File: config.mk
export PLATFORM = sky130hd
export DESIGN_NAME = adcci_top
export DESIGN_NICKNAME = d
export VERILOG_FILES = /design/src/verilog/adcci_pkg.sv /design/src/verilog/adcci_fifo.sv /design/src/verilog/adcci_top.sv
export VERILOG_INCLUDE_DIRS = /design/src /design/src/verilog
export SDC_FILE = /design/constraint.sdc
export NUM_CORES = 1
export LEC_CHECK = 0
export ABC_AREA = 1
export BUFFER_PORTS_ARGS = -buffer_cell sky130_fd_sc_hd__buf_2
export CAP_MARGIN = 40
export CORE_MARGIN = 8
export CORE_UTILIZATION = 50
export CTS_CLUSTER_DIAMETER = 40
export CTS_CLUSTER_SIZE = 8
export DETAILED_ROUTE_END_ITERATION = 6
export GPL_TIMING_DRIVEN = 0
export PLACE_DENSITY = 0.77
export SKIP_LAST_GASP = 1
export SLEW_MARGIN = 40
export SYNTH_ARGS = -nofsm -noshare
export SYNTH_HDL_FRONTEND = slang
export SYNTH_SLANG_ARGS = --single-unit
File: constraint.sdc
create_clock -name i_clk -period 3.3 [get_ports i_clk]
set_input_delay 0.66 -clock i_clk [delete_from_list [all_inputs] [get_ports i_clk]]
set_output_delay 0.66 -clock i_clk [all_outputs]
set_load 0.02 [all_outputs]
File: src/verilog/adcci_consts.svh
// adcci_consts.svh: offsets, field positions, reset values and timing counts
// assumes inclusion by bare name from the package and the design
`ifndef ADCCI_CONSTS_SVH
`define ADCCI_CONSTS_SVH
`define ADCCI_DW 14
`define ADCCI_ADDR_RESULT 2'h0
`define ADCCI_ADDR_GAIN 2'h1
`define ADCCI_ADDR_OFFSET 2'h2
`define ADCCI_ADDR_CTRL 2'h3
`define ADCCI_CTRL_RST 8'h00
`define ADCCI_GAIN_RST 3'h0
`define ADCCI_OFFS_RST 8'h00
`define ADCCI_BIT_PWD 13
`define ADCCI_BIT_REF 12
`define ADCCI_BIT_FMT 11
`define ADCCI_BIT_TMH 10
`define ADCCI_BIT_TML 8
`define ADCCI_BIT_OFF 7
`define ADCCI_BIT_SPARE 6
`define ADCCI_LAT_FULL 9
`define ADCCI_FIFO_DEPTH 8
`define ADCCI_MID_CODE 14'h2000
`endif

File: src/verilog/adcci_pkg.sv
// adcci_pkg.sv: types shared by the converter control logic
// assumes adcci_consts.svh is on the include path
package adcci_pkg;
`include "adcci_consts.svh"
   typedef enum logic [2:0] {
      ADCCI_TM_NORMAL,
      ADCCI_TM_BOTH_LOW,
      ADCCI_TM_POS_HALF,
      ADCCI_TM_POS_UP_NEG_LOW,
      ADCCI_TM_BOTH_UP,
      ADCCI_TM_NEG_HALF,
      ADCCI_TM_POS_LOW_NEG_UP
   } adcci_route_t;
endpackage

File: src/verilog/adcci_fifo.sv
// adcci_fifo.sv: small synchronous fifo with valid/ready on both sides
// assumes one clock and an active-low asynchronous reset
`timescale 1ns/100ps
module adcci_fifo #(
   parameter int WIDTH = 15,
   parameter int DEPTH = 8
) (
   input wire logic i_clk,
   input wire logic i_rstn,
   input wire logic i_in_valid,
   output logic o_in_ready,
   input wire logic [WIDTH-1:0] i_in_data,
   output logic o_out_valid,
   input wire logic i_out_ready,
   output logic [WIDTH-1:0] o_out_data
);
   localparam int AW = $clog2(DEPTH);
   logic [WIDTH-1:0] mem_ff [DEPTH];
   logic [AW-1:0] wr_ff;
   logic [AW-1:0] rd_ff;
   logic [AW:0] cnt_ff;
   wire push = i_in_valid && o_in_ready;
   wire pop = o_out_valid && i_out_ready;
   assign o_in_ready = (cnt_ff != (AW+1)'(DEPTH));
   assign o_out_valid = (cnt_ff != '0);
   assign o_out_data = mem_ff[rd_ff];
   always_ff @(posedge i_clk) begin
      if (push) begin
         mem_ff[wr_ff] <= i_in_data;
      end
   end
   always_ff @(posedge i_clk or negedge i_rstn) begin
      if (!i_rstn) begin
         wr_ff <= '0;
         rd_ff <= '0;
         cnt_ff <= '0;
      end else begin
         if (push) wr_ff <= wr_ff + AW'(1);
         if (pop) rd_ff <= rd_ff + AW'(1);
         cnt_ff <= cnt_ff + (AW+1)'(push) - (AW+1)'(pop);
      end
   end
endmodule

File: src/verilog/adcci_top.sv
// adcci_top.sv: control registers, result correction, clip flag and bus drive
// assumes the analog core delivers a raw offset-binary code and an over-range level
// each sample clock, and the host bus is synchronous to i_clk
`timescale 1ns/100ps
`include "adcci_consts.svh"
module adcci_top
   import adcci_pkg::*;
(
   input wire logic i_clk,
   input wire logic i_rstn,
   input wire logic i_cs_n,
   input wire logic i_we_n,
   input wire logic i_output_enable_n,
   input wire logic [1:0] i_reg_select_lines,
   input wire logic [13:0] i_data,
   output logic [13:0] o_data,
   output logic o_data_oe,
   output logic o_clip_flag,
   input wire logic [13:0] i_raw_code,
   input wire logic i_raw_over,
   output logic o_power_down_bit,
   output logic o_bandgap_disconnect,
   output logic [2:0] o_gain_code,
   output adcci_route_t o_input_route,
   output logic o_fifo_overrun
);
   logic [7:0] ctrl_ff;
   logic [2:0] gain_ff;
   logic [7:0] offs_ff;
   logic [14:0] pipe_ff [`ADCCI_LAT_FULL];
   logic [14:0] fall_ff;
   logic [13:0] rd_ff;
   logic clip_ff;
   logic ovr_ff;
   wire wr_en = !i_cs_n && !i_we_n;
   wire rd_en = !i_cs_n && i_we_n;
   wire sel_gain = (i_reg_select_lines == `ADCCI_ADDR_GAIN);
   wire sel_offs = (i_reg_select_lines == `ADCCI_ADDR_OFFSET);
   wire sel_ctrl = (i_reg_select_lines == `ADCCI_ADDR_CTRL);
   wire sel_res = (i_reg_select_lines == `ADCCI_ADDR_RESULT);
   // control image: bits 13..6 stored, 5..0 always zero
   wire [13:0] ctrl_word = {ctrl_ff, 6'h00};
   wire fmt_twos = ctrl_ff[`ADCCI_BIT_FMT-6];
   wire corr_on = !ctrl_ff[`ADCCI_BIT_OFF-6];
   wire [2:0] tm = ctrl_ff[`ADCCI_BIT_TMH-6:`ADCCI_BIT_TML-6];
   // correction done in offset-binary, saturating to keep the code in range
   wire signed [15:0] offs_ext = 16'(signed'(offs_ff));
   wire signed [15:0] raw_ext = signed'({2'h0, i_raw_code});
   wire signed [15:0] diff = raw_ext - (corr_on ? offs_ext : 16'sh0000);
   wire [13:0] corr_code = diff < 16'sh0000 ? 14'h0000 :
      (diff > 16'sh3fff ? 14'h3fff : diff[13:0]);
   wire [13:0] fmt_code = fmt_twos ? (corr_code ^ `ADCCI_MID_CODE) : corr_code;
   logic [14:0] fifo_q;
   logic fifo_valid;
   logic fifo_in_ready;
   assign o_power_down_bit = ctrl_ff[`ADCCI_BIT_PWD-6];
   assign o_bandgap_disconnect = ctrl_ff[`ADCCI_BIT_REF-6];
   assign o_gain_code = gain_ff;
   // test routings 000 and 100 both give normal input
   assign o_input_route = (tm == 3'h1) ? ADCCI_TM_BOTH_LOW :
      (tm == 3'h2) ? ADCCI_TM_POS_HALF :
      (tm == 3'h3) ? ADCCI_TM_POS_UP_NEG_LOW :
      (tm == 3'h5) ? ADCCI_TM_BOTH_UP :
      (tm == 3'h6) ? ADCCI_TM_NEG_HALF :
      (tm == 3'h7) ? ADCCI_TM_POS_LOW_NEG_UP : ADCCI_TM_NORMAL;
   assign o_data_oe = !i_output_enable_n;
   assign o_data = rd_ff;
   assign o_clip_flag = clip_ff;
   assign o_fifo_overrun = ovr_ff;
   always_ff @(posedge i_clk or negedge i_rstn) begin
      if (!i_rstn) begin
         ctrl_ff <= `ADCCI_CTRL_RST;
         gain_ff <= `ADCCI_GAIN_RST;
         offs_ff <= `ADCCI_OFFS_RST;
      end else if (wr_en) begin
         if (sel_ctrl) ctrl_ff <= i_data[13:6];
         if (sel_gain) gain_ff <= i_data[2:0];
         if (sel_offs) offs_ff <= i_data[7:0];
      end
   end
   // nine full stages on the rising edge plus a falling-edge half stage
   always_ff @(posedge i_clk or negedge i_rstn) begin
      if (!i_rstn) begin
         for (int k = 0; k < `ADCCI_LAT_FULL; k++) pipe_ff[k] <= '0;
      end else begin
         pipe_ff[0] <= {i_raw_over, fmt_code};
         for (int k = 1; k < `ADCCI_LAT_FULL; k++) pipe_ff[k] <= pipe_ff[k-1];
      end
   end
   always_ff @(negedge i_clk or negedge i_rstn) begin
      if (!i_rstn) fall_ff <= '0;
      else fall_ff <= pipe_ff[`ADCCI_LAT_FULL-1];
   end
   // fifo drains only while result slot is being read; overrun is reported
   wire fifo_pop = rd_en && sel_res && !i_output_enable_n;
   adcci_fifo #(.WIDTH(15), .DEPTH(`ADCCI_FIFO_DEPTH)) u_fifo (
      .i_clk(i_clk),
      .i_rstn(i_rstn),
      .i_in_valid(1'b1),
      .o_in_ready(fifo_in_ready),
      .i_in_data(fall_ff),
      .o_out_valid(fifo_valid),
      .i_out_ready(fifo_pop),
      .o_out_data(fifo_q)
   );
   wire [13:0] res_word = fifo_valid ? fifo_q[13:0] : fall_ff[13:0];
   wire res_clip = fifo_valid ? fifo_q[14] : fall_ff[14];
   wire [13:0] rd_mux = sel_ctrl ? ctrl_word :
      sel_offs ? {6'h00, offs_ff} :
      sel_gain ? {11'h000, gain_ff} : res_word;
   always_ff @(posedge i_clk or negedge i_rstn) begin
      if (!i_rstn) begin
         rd_ff <= '0;
         clip_ff <= 1'b0;
         ovr_ff <= 1'b0;
      end else begin
         rd_ff <= rd_mux;
         if (sel_res) clip_ff <= res_clip;
         ovr_ff <= !fifo_in_ready;
      end
   end
endmodule

# == Yosys cells after proc, flatten, opt, wreduce, memory -nomap -nowiden ==
# Memories as Yosys holds them, arrays and structs flattened.
# Cells that the tools add are included.
# W data, S select, Z words.
# word_totals
reg_bits,195
ramBits,120
in_bits,36
output_inout_bits,25
wordCells,69
n_memories,1
# classes
addsub,5
order_cmp,2
eq_ne,10
muxes,17
bitwise,1
reduce_logical,14
# mem_list
name,depth,width,read_ports,rd_clocked_by_memory_dff,wr,line_no,text
u_fifo.mem_ff,8,15,1,0,1,adcci_fifo.sv:18,logic [WIDTH-1:0] mem_ff [DEPTH];
# ops
op,n
$mux W14,7
$mux W3,6
$gt A16 B15 Y1 const B,1
$lt A16 B1 Y1 const B,1
$mux W16,1
$sub A15 B16 Y16,1
$eq A3 B3 Y1 const B,3
$add A3 B1 Y3 const B,2
$eq A3 B2 Y1 const B,2
$reduce_and A2 Y1,3
$logic_and A1 B1 Y1,5
$add A4 B1 Y4,1
$eq A2 B2 Y1 const B,2
$logic_not A1 Y1,4
$ne A4 B4 Y1 const B,1
$reduce_bool A4 Y1,1
$sub A4 B1 Y4,1
$eq A3 B1 Y1 const B,1
$mux W1,3
$eq A2 B1 Y1 const B,1
$logic_not A2 Y1,1
$not A1 Y1,1

# == Logic depth before layout (Yosys ltp) ==
# Gate-level depths: netlist of the first run.
# depth
ltp_word,7
ltp_mapped,18
ltp_nobuf,18

# == Modules after synthesis ==
# From an unflattened synthesis of the first run, not the netlist that was laid out.
# unflattened
cells_unflattened,1101
hier_area_um2,12192.9
# by_module_without_submodules
mod,instances,cells_per_inst,area_each_um2,seq_area_each_um2
adcci_top,1,516,6323.6,4629.4
adcci_fifo,1,585,5869.4,3853.7

==> metrics.txt, run 1 <==
vias in the first global route=7513; Crit path required time=3.69 ns; num ports=61; number of flops mapped to enable cells by yosys=120; Placement Rows=55; first-pass GRT wire length=40700 µm; post-CTS sizing=0; number of synthesis warnings=0; Worst setup EP type=flip-flop; Fin. Hold Viols=0; FFs w/ async S/R, synth=61.9%; clock-pin slew on the worst setup and hold paths=0.05 ns; CTS Root Cell=clkbuf_16; Clock Path Buffers=3; # Max-Cap Violations=0; Synth Instances=891; Seq cells post-synth=315; worst-path fanout max=9; Hold WC Path Type=primary input to asynchronous set/reset pin; DR iter-0 viols=802; TritonCTS clock tree=yes; antenna-violating nets left=0; # hold bufs at CTS=0; Synth Area per Inst=12.8 µm²; final instance area=0.0136 mm²; H-tree depth=2; Area Overhead vs Synth=19.0%; most frequent cells after synthesis=dfrtp_1 (180), nand2_1 (129), edfxtp_1 (120), nor2_1 (97), o21ai_0 (84); Placed Area=0.0123 mm²; Rel. slew slack=46.2%; TritonCTS Buffers=46; Worst Skew=0.0156 ns; worst-margin pin slew=0.805 ns; Layout Nets=1071; Global Route Usage Sum=18.7%; Sink Count=315; initial antenna violation count=1; sum of routed wire length over all layers=25800 µm; largest net degree at the start of global routing=81; Mapped Area=0.0114 mm²; area share of the largest cell type after synthesis=39.4%; Die H=167 µm; Final setup violation count=0; Primary FF master, synth=dfrtp_1; cell taking the most area after synthesis=dfrtp_1; Die Width=167 µm; RD Place Congestion=0.886; layout cell share with drive strength beyond 1=14.9%; total core area=0.0226 mm²; Worst Hold Slack=0.0791 ns; leakage=5.93 nW; RSZ-0062 raised after global routing=false; setup bufs post-CTS=0; Port Buf Inserts=60; Ant. Diodes=0; Initial Util=50.6%; # fillers=1678; Setup crit start kind=flip-flop; Clock Latency Late Sink=0.54 ns; Routed WL per cell=19.6 µm; sequential share of the synthesized area=74.2%; Vias=7195; Detailed Place HPWL=16200 µm; Mapped Nets=955; WS Path Type=flip-flop to flip-flop; dominant cells by area after synthesis=dfrtp_1 (39%), edfxtp_1 (32%), nand2_1 (4.2%); vias per inst=5.46; Peak VDD IR=426 µV; Yosys cell types=38; Slew Viols, Final=0; Post-route DRC=0; Pre-antenna DRT Iters=6; status=completed; total negative slack=0 ns; total gr overflow=0; count leader, synth=dfrtp_1; Critical Path AT=3.27 ns; die footprint=0.0279 mm²; Finished Core Util=60.3%; Power Density=1020 mW/mm²
placed cells by master, fill, tap and decap left out, types with 2 or more instances in the layout:
master,n
mux2_2,5
a21oi_1,32
o21bai_1,3
nor2_1,91
nand2_1,129
and2_1,2
o211ai_1,13
inv_1,59
o21ai_0,84
buf_6,2
o221ai_1,2
and3_1,2
buf_4,4
dfrtn_1,15
nand3_1,30
xnor2_1,9
buf_8,4
nand2_2,2
clkbuf_16,48
inv_2,4
a21oi_2,2
o21ai_1,3
nor3_2,3
fa_1,2
buf_16,2
clkbuf_1,39
o22ai_1,23
dfrtp_1,180
buf_2,67
edfxtp_1,120
nor2_4,6
xor2_1,7
clkinv_8,2
ha_1,26
metrics by stage:
step           cells  worst slack (ns)  power [mW]
5_1_grt         1318             0.324        14.5
4_1_cts         1318             0.422        13.9
3_5_place_dp    1244            0.0418        9.55
3_3_place_gp    1236             -2.87        9.23
6_report        1318             0.413        13.9
2_1_floorplan    891             0.801        8.24
registers in the layout, indices dropped and copies added, names as in the netlist:
| name | count |
|---|---|
| o_data | 14 |
| u_fifo.mem_ff | 120 |
| pipe_ff | 135 |
| o_fifo_overrun | 1 |
| u_fifo.wr_ff | 3 |
| o_clip_flag | 1 |
| o_gain_code | 3 |
| offs_ff | 8 |
| u_fifo.rd_ff | 3 |
| ctrl_ff | 8 |
| fall_ff | 15 |
| u_fifo.cnt_ff | 4 |
path summary, 6_finish.rpt:
path / to / cells after the start / start / slack (ns)
setup / recovery: o_data[1] / 4 / fall_ff[1] / 0.41
hold / removal: pipe_ff[104] / 1 / i_rstn / 0.08
setup reg to reg: o_data[1] / 4 / fall_ff[1] / 0.41
hold reg to reg: pipe_ff[91] / 0 / pipe_ff[106] / 0.34
max in group asynchronous: fall_ff[6] / 3 / i_rstn / 0.67
min in group i_clk: pipe_ff[134] / 1 / i_raw_over / 0.24
critical path, stage by stage (launching register included):
cell	delay [ns]
dfrtn_1	0.52
nand2_1	0.09
nand3_1	0.10
inv_1	0.06
o21ai_0	0.33
logic make-up after synthesis:
group	count (synthesis)	share of synthesized area [%]
compound gates	164	7.95
xor+xnor	16	1.23
simple gates	270	9.56
fa+ha+maj	28	3.20
mux	5	0.493
flops	315	74.2
buf+inv	93	3.33
where the power goes:
part	internal [mW]	total, mW	switching [mW]
registers	5.78	6.39	0.611
clock network	2.67	4.26	1.59
logic	1.01	3.21	2.20
total	9.46	13.9	4.41
metal layers:
metal | wire [µm] | track usage [%] | up-vias
met5 | 12 | 0 | -
met4 | 666 | 7.49 | 2
met3 | 2330 | 4.49 | 63
met2 | 13100 | 32.3 | 356
met1 | 9660 | 22.4 | 3519
li1 | - | - | 3255
layout make-up:
cell class | instances | area [µm²] | area share (%)
inverter | 64 | 240 | 1.77
sequential | 315 | 8480 | 62.4
clock inverter | 3 | 40.0 | 0.294
clock buffer | 71 | 1300 | 9.54
multi-input combinational | 483 | 2610 | 19.2
tap | 285 | 357 | 2.62
buffer | 29 | 140 | 1.03
timing repair buffer | 68 | 430 | 3.16
Note: power is estimated with default switching activity, not from simulation.
==> inputs of run 2 (changes only) <==
--- a/config.mk
+++ b/config.mk
@@ -15,7 +15,8 @@
 export CTS_CLUSTER_SIZE = 8
 export DETAILED_ROUTE_END_ITERATION = 6
 export GPL_TIMING_DRIVEN = 0
-export PLACE_DENSITY = 0.77
+export PLACE_DENSITY = 0.67
+export RECOVER_POWER = 100
 export SKIP_LAST_GASP = 1
 export SLEW_MARGIN = 40
 export SYNTH_ARGS = -nofsm -noshare
==> run 2 against run 1 <==
Count of clock-buffer cells in the layout rose by 9. Highest routed layer unchanged. Sequential cell count is the same. Sequential power is essentially flat. The flow now finishes with violations (capacitance limit, slew limit). Utilization is 0.28 points lower. Cell count is 0.61% higher. Setup slack better by 0.026 ns. Non-clock buffer count down 1. Clock skew rose by 0.0081 ns.
==> metrics.txt, run 2 (same netlist as run 1, synthesis figures left out) <==
status=finished, violations left; Area Overhead vs Synth=18.5%; Global Route Usage Sum=17.7%; most frequent cells in the layout=dfrtp_1 (180), nand2_1 (130), edfxtp_1 (120), nor2_1 (98), o21ai_0 (87); Sink Count=315; layout cell share with drive strength beyond 1=10.9%; R2R Setup Slk=0.44 ns; DR iter-0 viols=557; Die H=167 µm; Rel. slew slack=-15.6%; leakage=5.85 nW; Slew Viols, Final=48; reg2reg end=u_fifo.mem_ff[0][5]; Crit path required time=3.40 ns; largest register by flop count=pipe_ff; Vias=6940; failing checks=capacitance limit, slew limit; Worst setup EP type=flip-flop; total core area=0.0226 mm²; Setup crit start kind=flip-flop; worst-path fanout max=15; FMAX=349 MHz; Routed WL per cell=18.4 µm; CTS Root Cell=clkbuf_16; post-CTS sizing=0; Critical Path AT=2.96 ns; RSZ-0062 raised after global routing=false; Clock power frac=32.0%; Clock Path Buffers=3; final worst-path cycle share=86.7%; Placement Rows=55; Die Width=167 µm; total gr overflow=0; num ports=61; # Max-Cap Violations=3; Detailed Place HPWL=15800 µm; Psw=4.24 mW; total negative slack=0 ns; Fin. Hold Viols=0; Top cell by count, worst path=inv_1; clock-pin slew on the worst setup and hold paths=0.05 ns; largest net degree at the start of global routing=82; Power Density=1020 mW/mm²; commonest non-fill, non-tap cell in the layout=dfrtp_1; worst setup path endpoint=u_fifo.mem_ff[0][5]; Buf/Inv on CP=3; RD Place Congestion=0.899; max FFs per register=135; final instance area=0.0135 mm²; Pint=9.57 mW; setup bufs post-CTS=0; die footprint=0.0279 mm²; antenna-violating nets left=0; # hold bufs at CTS=0; sum of routed wire length over all layers=24400 µm; Worst Skew=0.0237 ns; Initial Util=50.6%; Hold WC Path Type=primary input to asynchronous set/reset pin; Layout Nets=1071; WS Path Type=flip-flop to flip-flop; r2r startpoint=u_fifo.cnt_ff[2]; first-pass GRT wire length=38800 µm; vias per inst=5.23; vias in the first global route=7154; Crit path largest cell delay=1.28 ns; Sequential Power Share=46.1%; biggest regs=pipe_ff x135, u_fifo.mem_ff x120, fall_ff x15; Sw Ratio=30.7%; TritonCTS clock tree=yes; min Tclk post-route=2.86 ns; setup slack at placement=0.0371 ns; Placed Area=0.0123 mm²; CP max stage cell=nor2_1; TritonCTS Buffers=47; Clock Latency Late Sink=0.52 ns; Crit path max-delay family=simple AND/OR/NAND/NOR gates; H-tree depth=2; Final setup violation count=0; Post-route DRC=0; Pre-antenna DRT Iters=5; Peak VDD IR=484 µV; Gate power share=21.8%; Ant. Diodes=0; Setup crit start=u_fifo.cnt_ff[2]; initial antenna violation count=1; Port Buf Inserts=60; CP Depth=7; worst-margin pin slew=1.73 ns; CP Cell Sequence=inv_1, ha_1, nand2_1, inv_1, nor2_1, inv_1, nor2_1; Final WS setup=0.439 ns; worst r2r path cells=7
-- run 2: cell types whose count changed in the layout (fill, tap and decap cells not counted), sizes merged --
cell / before / now
buf: 80 / 48
bufinv: 0 / 1
clkbuf: 88 / 128
clkinvlp: 1 / 0
-- run 2: worst min path at each step --
stage	start	endpoint	slack [ns]	depth (start not counted)
6_report	i_rstn	u_fifo.cnt_ff[1]	0.03	1
5_1_grt	i_rstn	pipe_ff[109]	0.04	1
4_1_cts	i_rstn	u_fifo.cnt_ff[1]	0.02	1
3_5_place_dp	pipe_ff[115]	pipe_ff[100]	0.33	0
3_3_place_gp	pipe_ff[32]	pipe_ff[17]	0.33	0
2_1_floorplan	pipe_ff[15]	pipe_ff[0]	0.33	0
-- run 2: power groups by stage --
stage | Clock [mW] | Sequential (mW) | Combinational, mW
floorplan | 0 | 6.31 | 1.93
global placement | 0 | 6.36 | 2.94
detailed placement | 0 | 6.40 | 3.13
CTS | 4.50 | 6.37 | 3.17
global route | 4.69 | 6.52 | 3.33
finish | 4.42 | 6.37 | 3.02
-- run 2: stage by stage --
step	hold slack [ns]	utilization [%]	instances	power [mW]
final	0.0277	60.0	1326	13.8
after global placement	0.331	53.5	1236	9.30
after global routing	0.0377	60.0	1326	14.5
after floorplan	0.331	-	891	8.24
after detailed placement	0.335	54.3	1243	9.54
after CTS	0.0247	60.6	1326	14.0
-- run 2: area by class of cell --
cell class / instances / area, µm²
Inverter: 64 / 240
Buffer: 29 / 140
Sequential cell: 315 / 8480
Tap cell: 285 / 357
Timing Repair Buffer: 67 / 352
Clock buffer: 80 / 1370
Fill cell: 1784 / 9030
Multi-Input combinational cell: 483 / 2550
Clock inverter: 3 / 43.8
-- run 2: worst register-to-register path, delay by kind of cell (launching register included) --
kind                       cells  cell delay [ns]
and+or+nand+nor                3             1.64
adders and majority gates      1             0.20
DFF                            1             0.31
buffers and inverters          3             0.28
-- run 2: routing by layer --
layer	GRT usage, %	part of all wire [%]	up-vias
met5	0	0.053	-
met4	6.52	2.5	2
met3	3.36	5.5	45
met2	29.4	50	231
met1	23.0	42	3397
li1	-	-	3265
==> inputs of run 3 (changes only) <==
--- a/config.mk
+++ b/config.mk
@@ -14,8 +14,7 @@
 export CTS_CLUSTER_DIAMETER = 40
 export CTS_CLUSTER_SIZE = 8
 export DETAILED_ROUTE_END_ITERATION = 6
-export GPL_TIMING_DRIVEN = 0
-export PLACE_DENSITY = 0.67
+export PLACE_DENSITY = 0.63
 export RECOVER_POWER = 100
 export SKIP_LAST_GASP = 1
 export SLEW_MARGIN = 40
==> run 3 against run 2 <==
The flow now finishes without violations. Worst hold slack gained 0.073 ns. Cell area down 0.71%. Cell count shrank 0.68%. Via count is 1.5% lower. First-iteration DRC count is 23% lower. Die area unchanged. Critical path depth shrank 5. Register-to-register slack lost 0.09 ns. Non-clock buffer count shrank 12. Combinational power shrank 3%. Global-route usage fell by 0.27 points.
==> metrics.txt, run 3 (same netlist as run 1, synthesis figures left out) <==
biggest regs=pipe_ff x135, u_fifo.mem_ff x120, fall_ff x15; setup bufs post-CTS=0; largest register by flop count=pipe_ff; setup slack at placement=0.519 ns; Rel. slew slack=10.1%; Hold WC Path Type=primary input to asynchronous set/reset pin; layout cell share with drive strength beyond 1=10.5%; # Max-Cap Violations=0; antenna-violating nets left=0; initial antenna violation count=1; CP max stage cell=dfrtn_1; Crit path largest cell delay=0.54 ns; max FFs per register=135; clock-pin slew on the worst setup and hold paths=0.05 ns; most frequent cells in the layout=dfrtp_1 (180), nand2_1 (130), edfxtp_1 (120), nor2_1 (98), o21ai_0 (87); RD Place Congestion=0.899; Crit path required time=3.65 ns; Sink Count=315; H-tree depth=2; CP Cell Sequence=a21oi_1, o21ai_0; Placed Area=0.0121 mm²; Peak VDD IR=548 µV; vias in the first global route=6920; RSZ-0062 raised after global routing=false; Slew Viols, Final=0; worst-margin pin slew=1.35 ns; Area Overhead vs Synth=17.6%; Clock Path Buffers=3; TritonCTS clock tree=yes; # hold bufs at CTS=0; Global Route Usage Sum=17.4%; total gr overflow=0; largest net degree at the start of global routing=68; Pre-antenna DRT Iters=4; num ports=61; die footprint=0.0279 mm²; Routed WL per cell=18.2 µm; Layout Nets=1059; Die H=167 µm; Critical Path AT=3.30 ns; Power Density=1020 mW/mm²; Worst Skew=0.0141 ns; total negative slack=0 ns; vias per inst=5.19; commonest non-fill, non-tap cell in the layout=dfrtp_1; Die Width=167 µm; Clock Latency Late Sink=0.52 ns; Vias=6836; Port Buf Inserts=60; total core area=0.0226 mm²; Post-route DRC=0; post-CTS sizing=0; Placement Rows=55; first-pass GRT wire length=38500 µm; TritonCTS Buffers=47; Final setup violation count=0; Initial Util=50.6%; leakage=5.81 nW; Detailed Place HPWL=14800 µm; CTS Root Cell=clkbuf_16; Worst Hold Slack=0.101 ns; Finished Core Util=59.6%; Ant. Diodes=0; DR iter-0 viols=431; Setup crit start kind=flip-flop; worst-path fanout max=9; status=completed; WS Path Type=flip-flop to flip-flop; final instance area=0.0134 mm²; Worst setup EP type=flip-flop; sum of routed wire length over all layers=24000 µm; Final WS setup=0.345 ns; Fin. Hold Viols=0; R2R Setup Slk=0.35 ns
[run 3: cell count changes in the layout (fill, tap and decap cells not counted), sizes merged]
| cell | change |
|---|---|
| clkbuf | -4 |
| clkinv | +1 |
| buf | -6 |
[run 3: critical path: cells and delay by family, from the launching register on]
kind,cells,cell delay (ns)
AOI/OAI and AO/OA,2,0.59
DFF,1,0.54
[run 3: per-stage QoR]
stage / total power, mW / std cells
2_1_floorplan: 8.24 / 891
3_3_place_gp: 9.35 / 1230
3_5_place_dp: 9.43 / 1231
4_1_cts: 13.9 / 1317
5_1_grt: 14.5 / 1317
6_report: 13.7 / 1317
[run 3: final timing paths]
path / startpoint / depth (start not counted) / end
setup / recovery: fall_ff[4] / 2 / o_data[4]
hold / removal: i_rstn / 1 / pipe_ff[15]
setup reg to reg: fall_ff[4] / 2 / o_data[4]
hold reg to reg: pipe_ff[75] / 0 / pipe_ff[60]
max in group asynchronous: i_rstn / 1 / fall_ff[11]
min in group i_clk: i_raw_over / 1 / pipe_ff[134]
[run 3: power breakdown]
| group | switching (mW) | internal [mW] |
|---|---|---|
| logic | 2.06 | 0.873 |
| clock network | 1.57 | 2.84 |
| registers | 0.579 | 5.79 |
[run 3: routing by layer]
layer | track usage, % | vias to the layer above | share of wire, %
met2 | 29.2 | 171 | 49
met3 | 3.32 | 42 | 5.2
met5 | 0 | - | 0.054
li1 | - | 3247 | -
met1 | 22.8 | 3374 | 44
met4 | 5.71 | 2 | 1.9
[run 3: layout make-up]
type | instances | area, µm²
clock inverter | 4 | 48.8
tap | 285 | 357
clock buffer | 82 | 1360
fill | 1857 | 9130
multi-input combinational | 483 | 2550
sequential | 315 | 8480
inverter | 64 | 240
timing repair buffer | 84 | 404
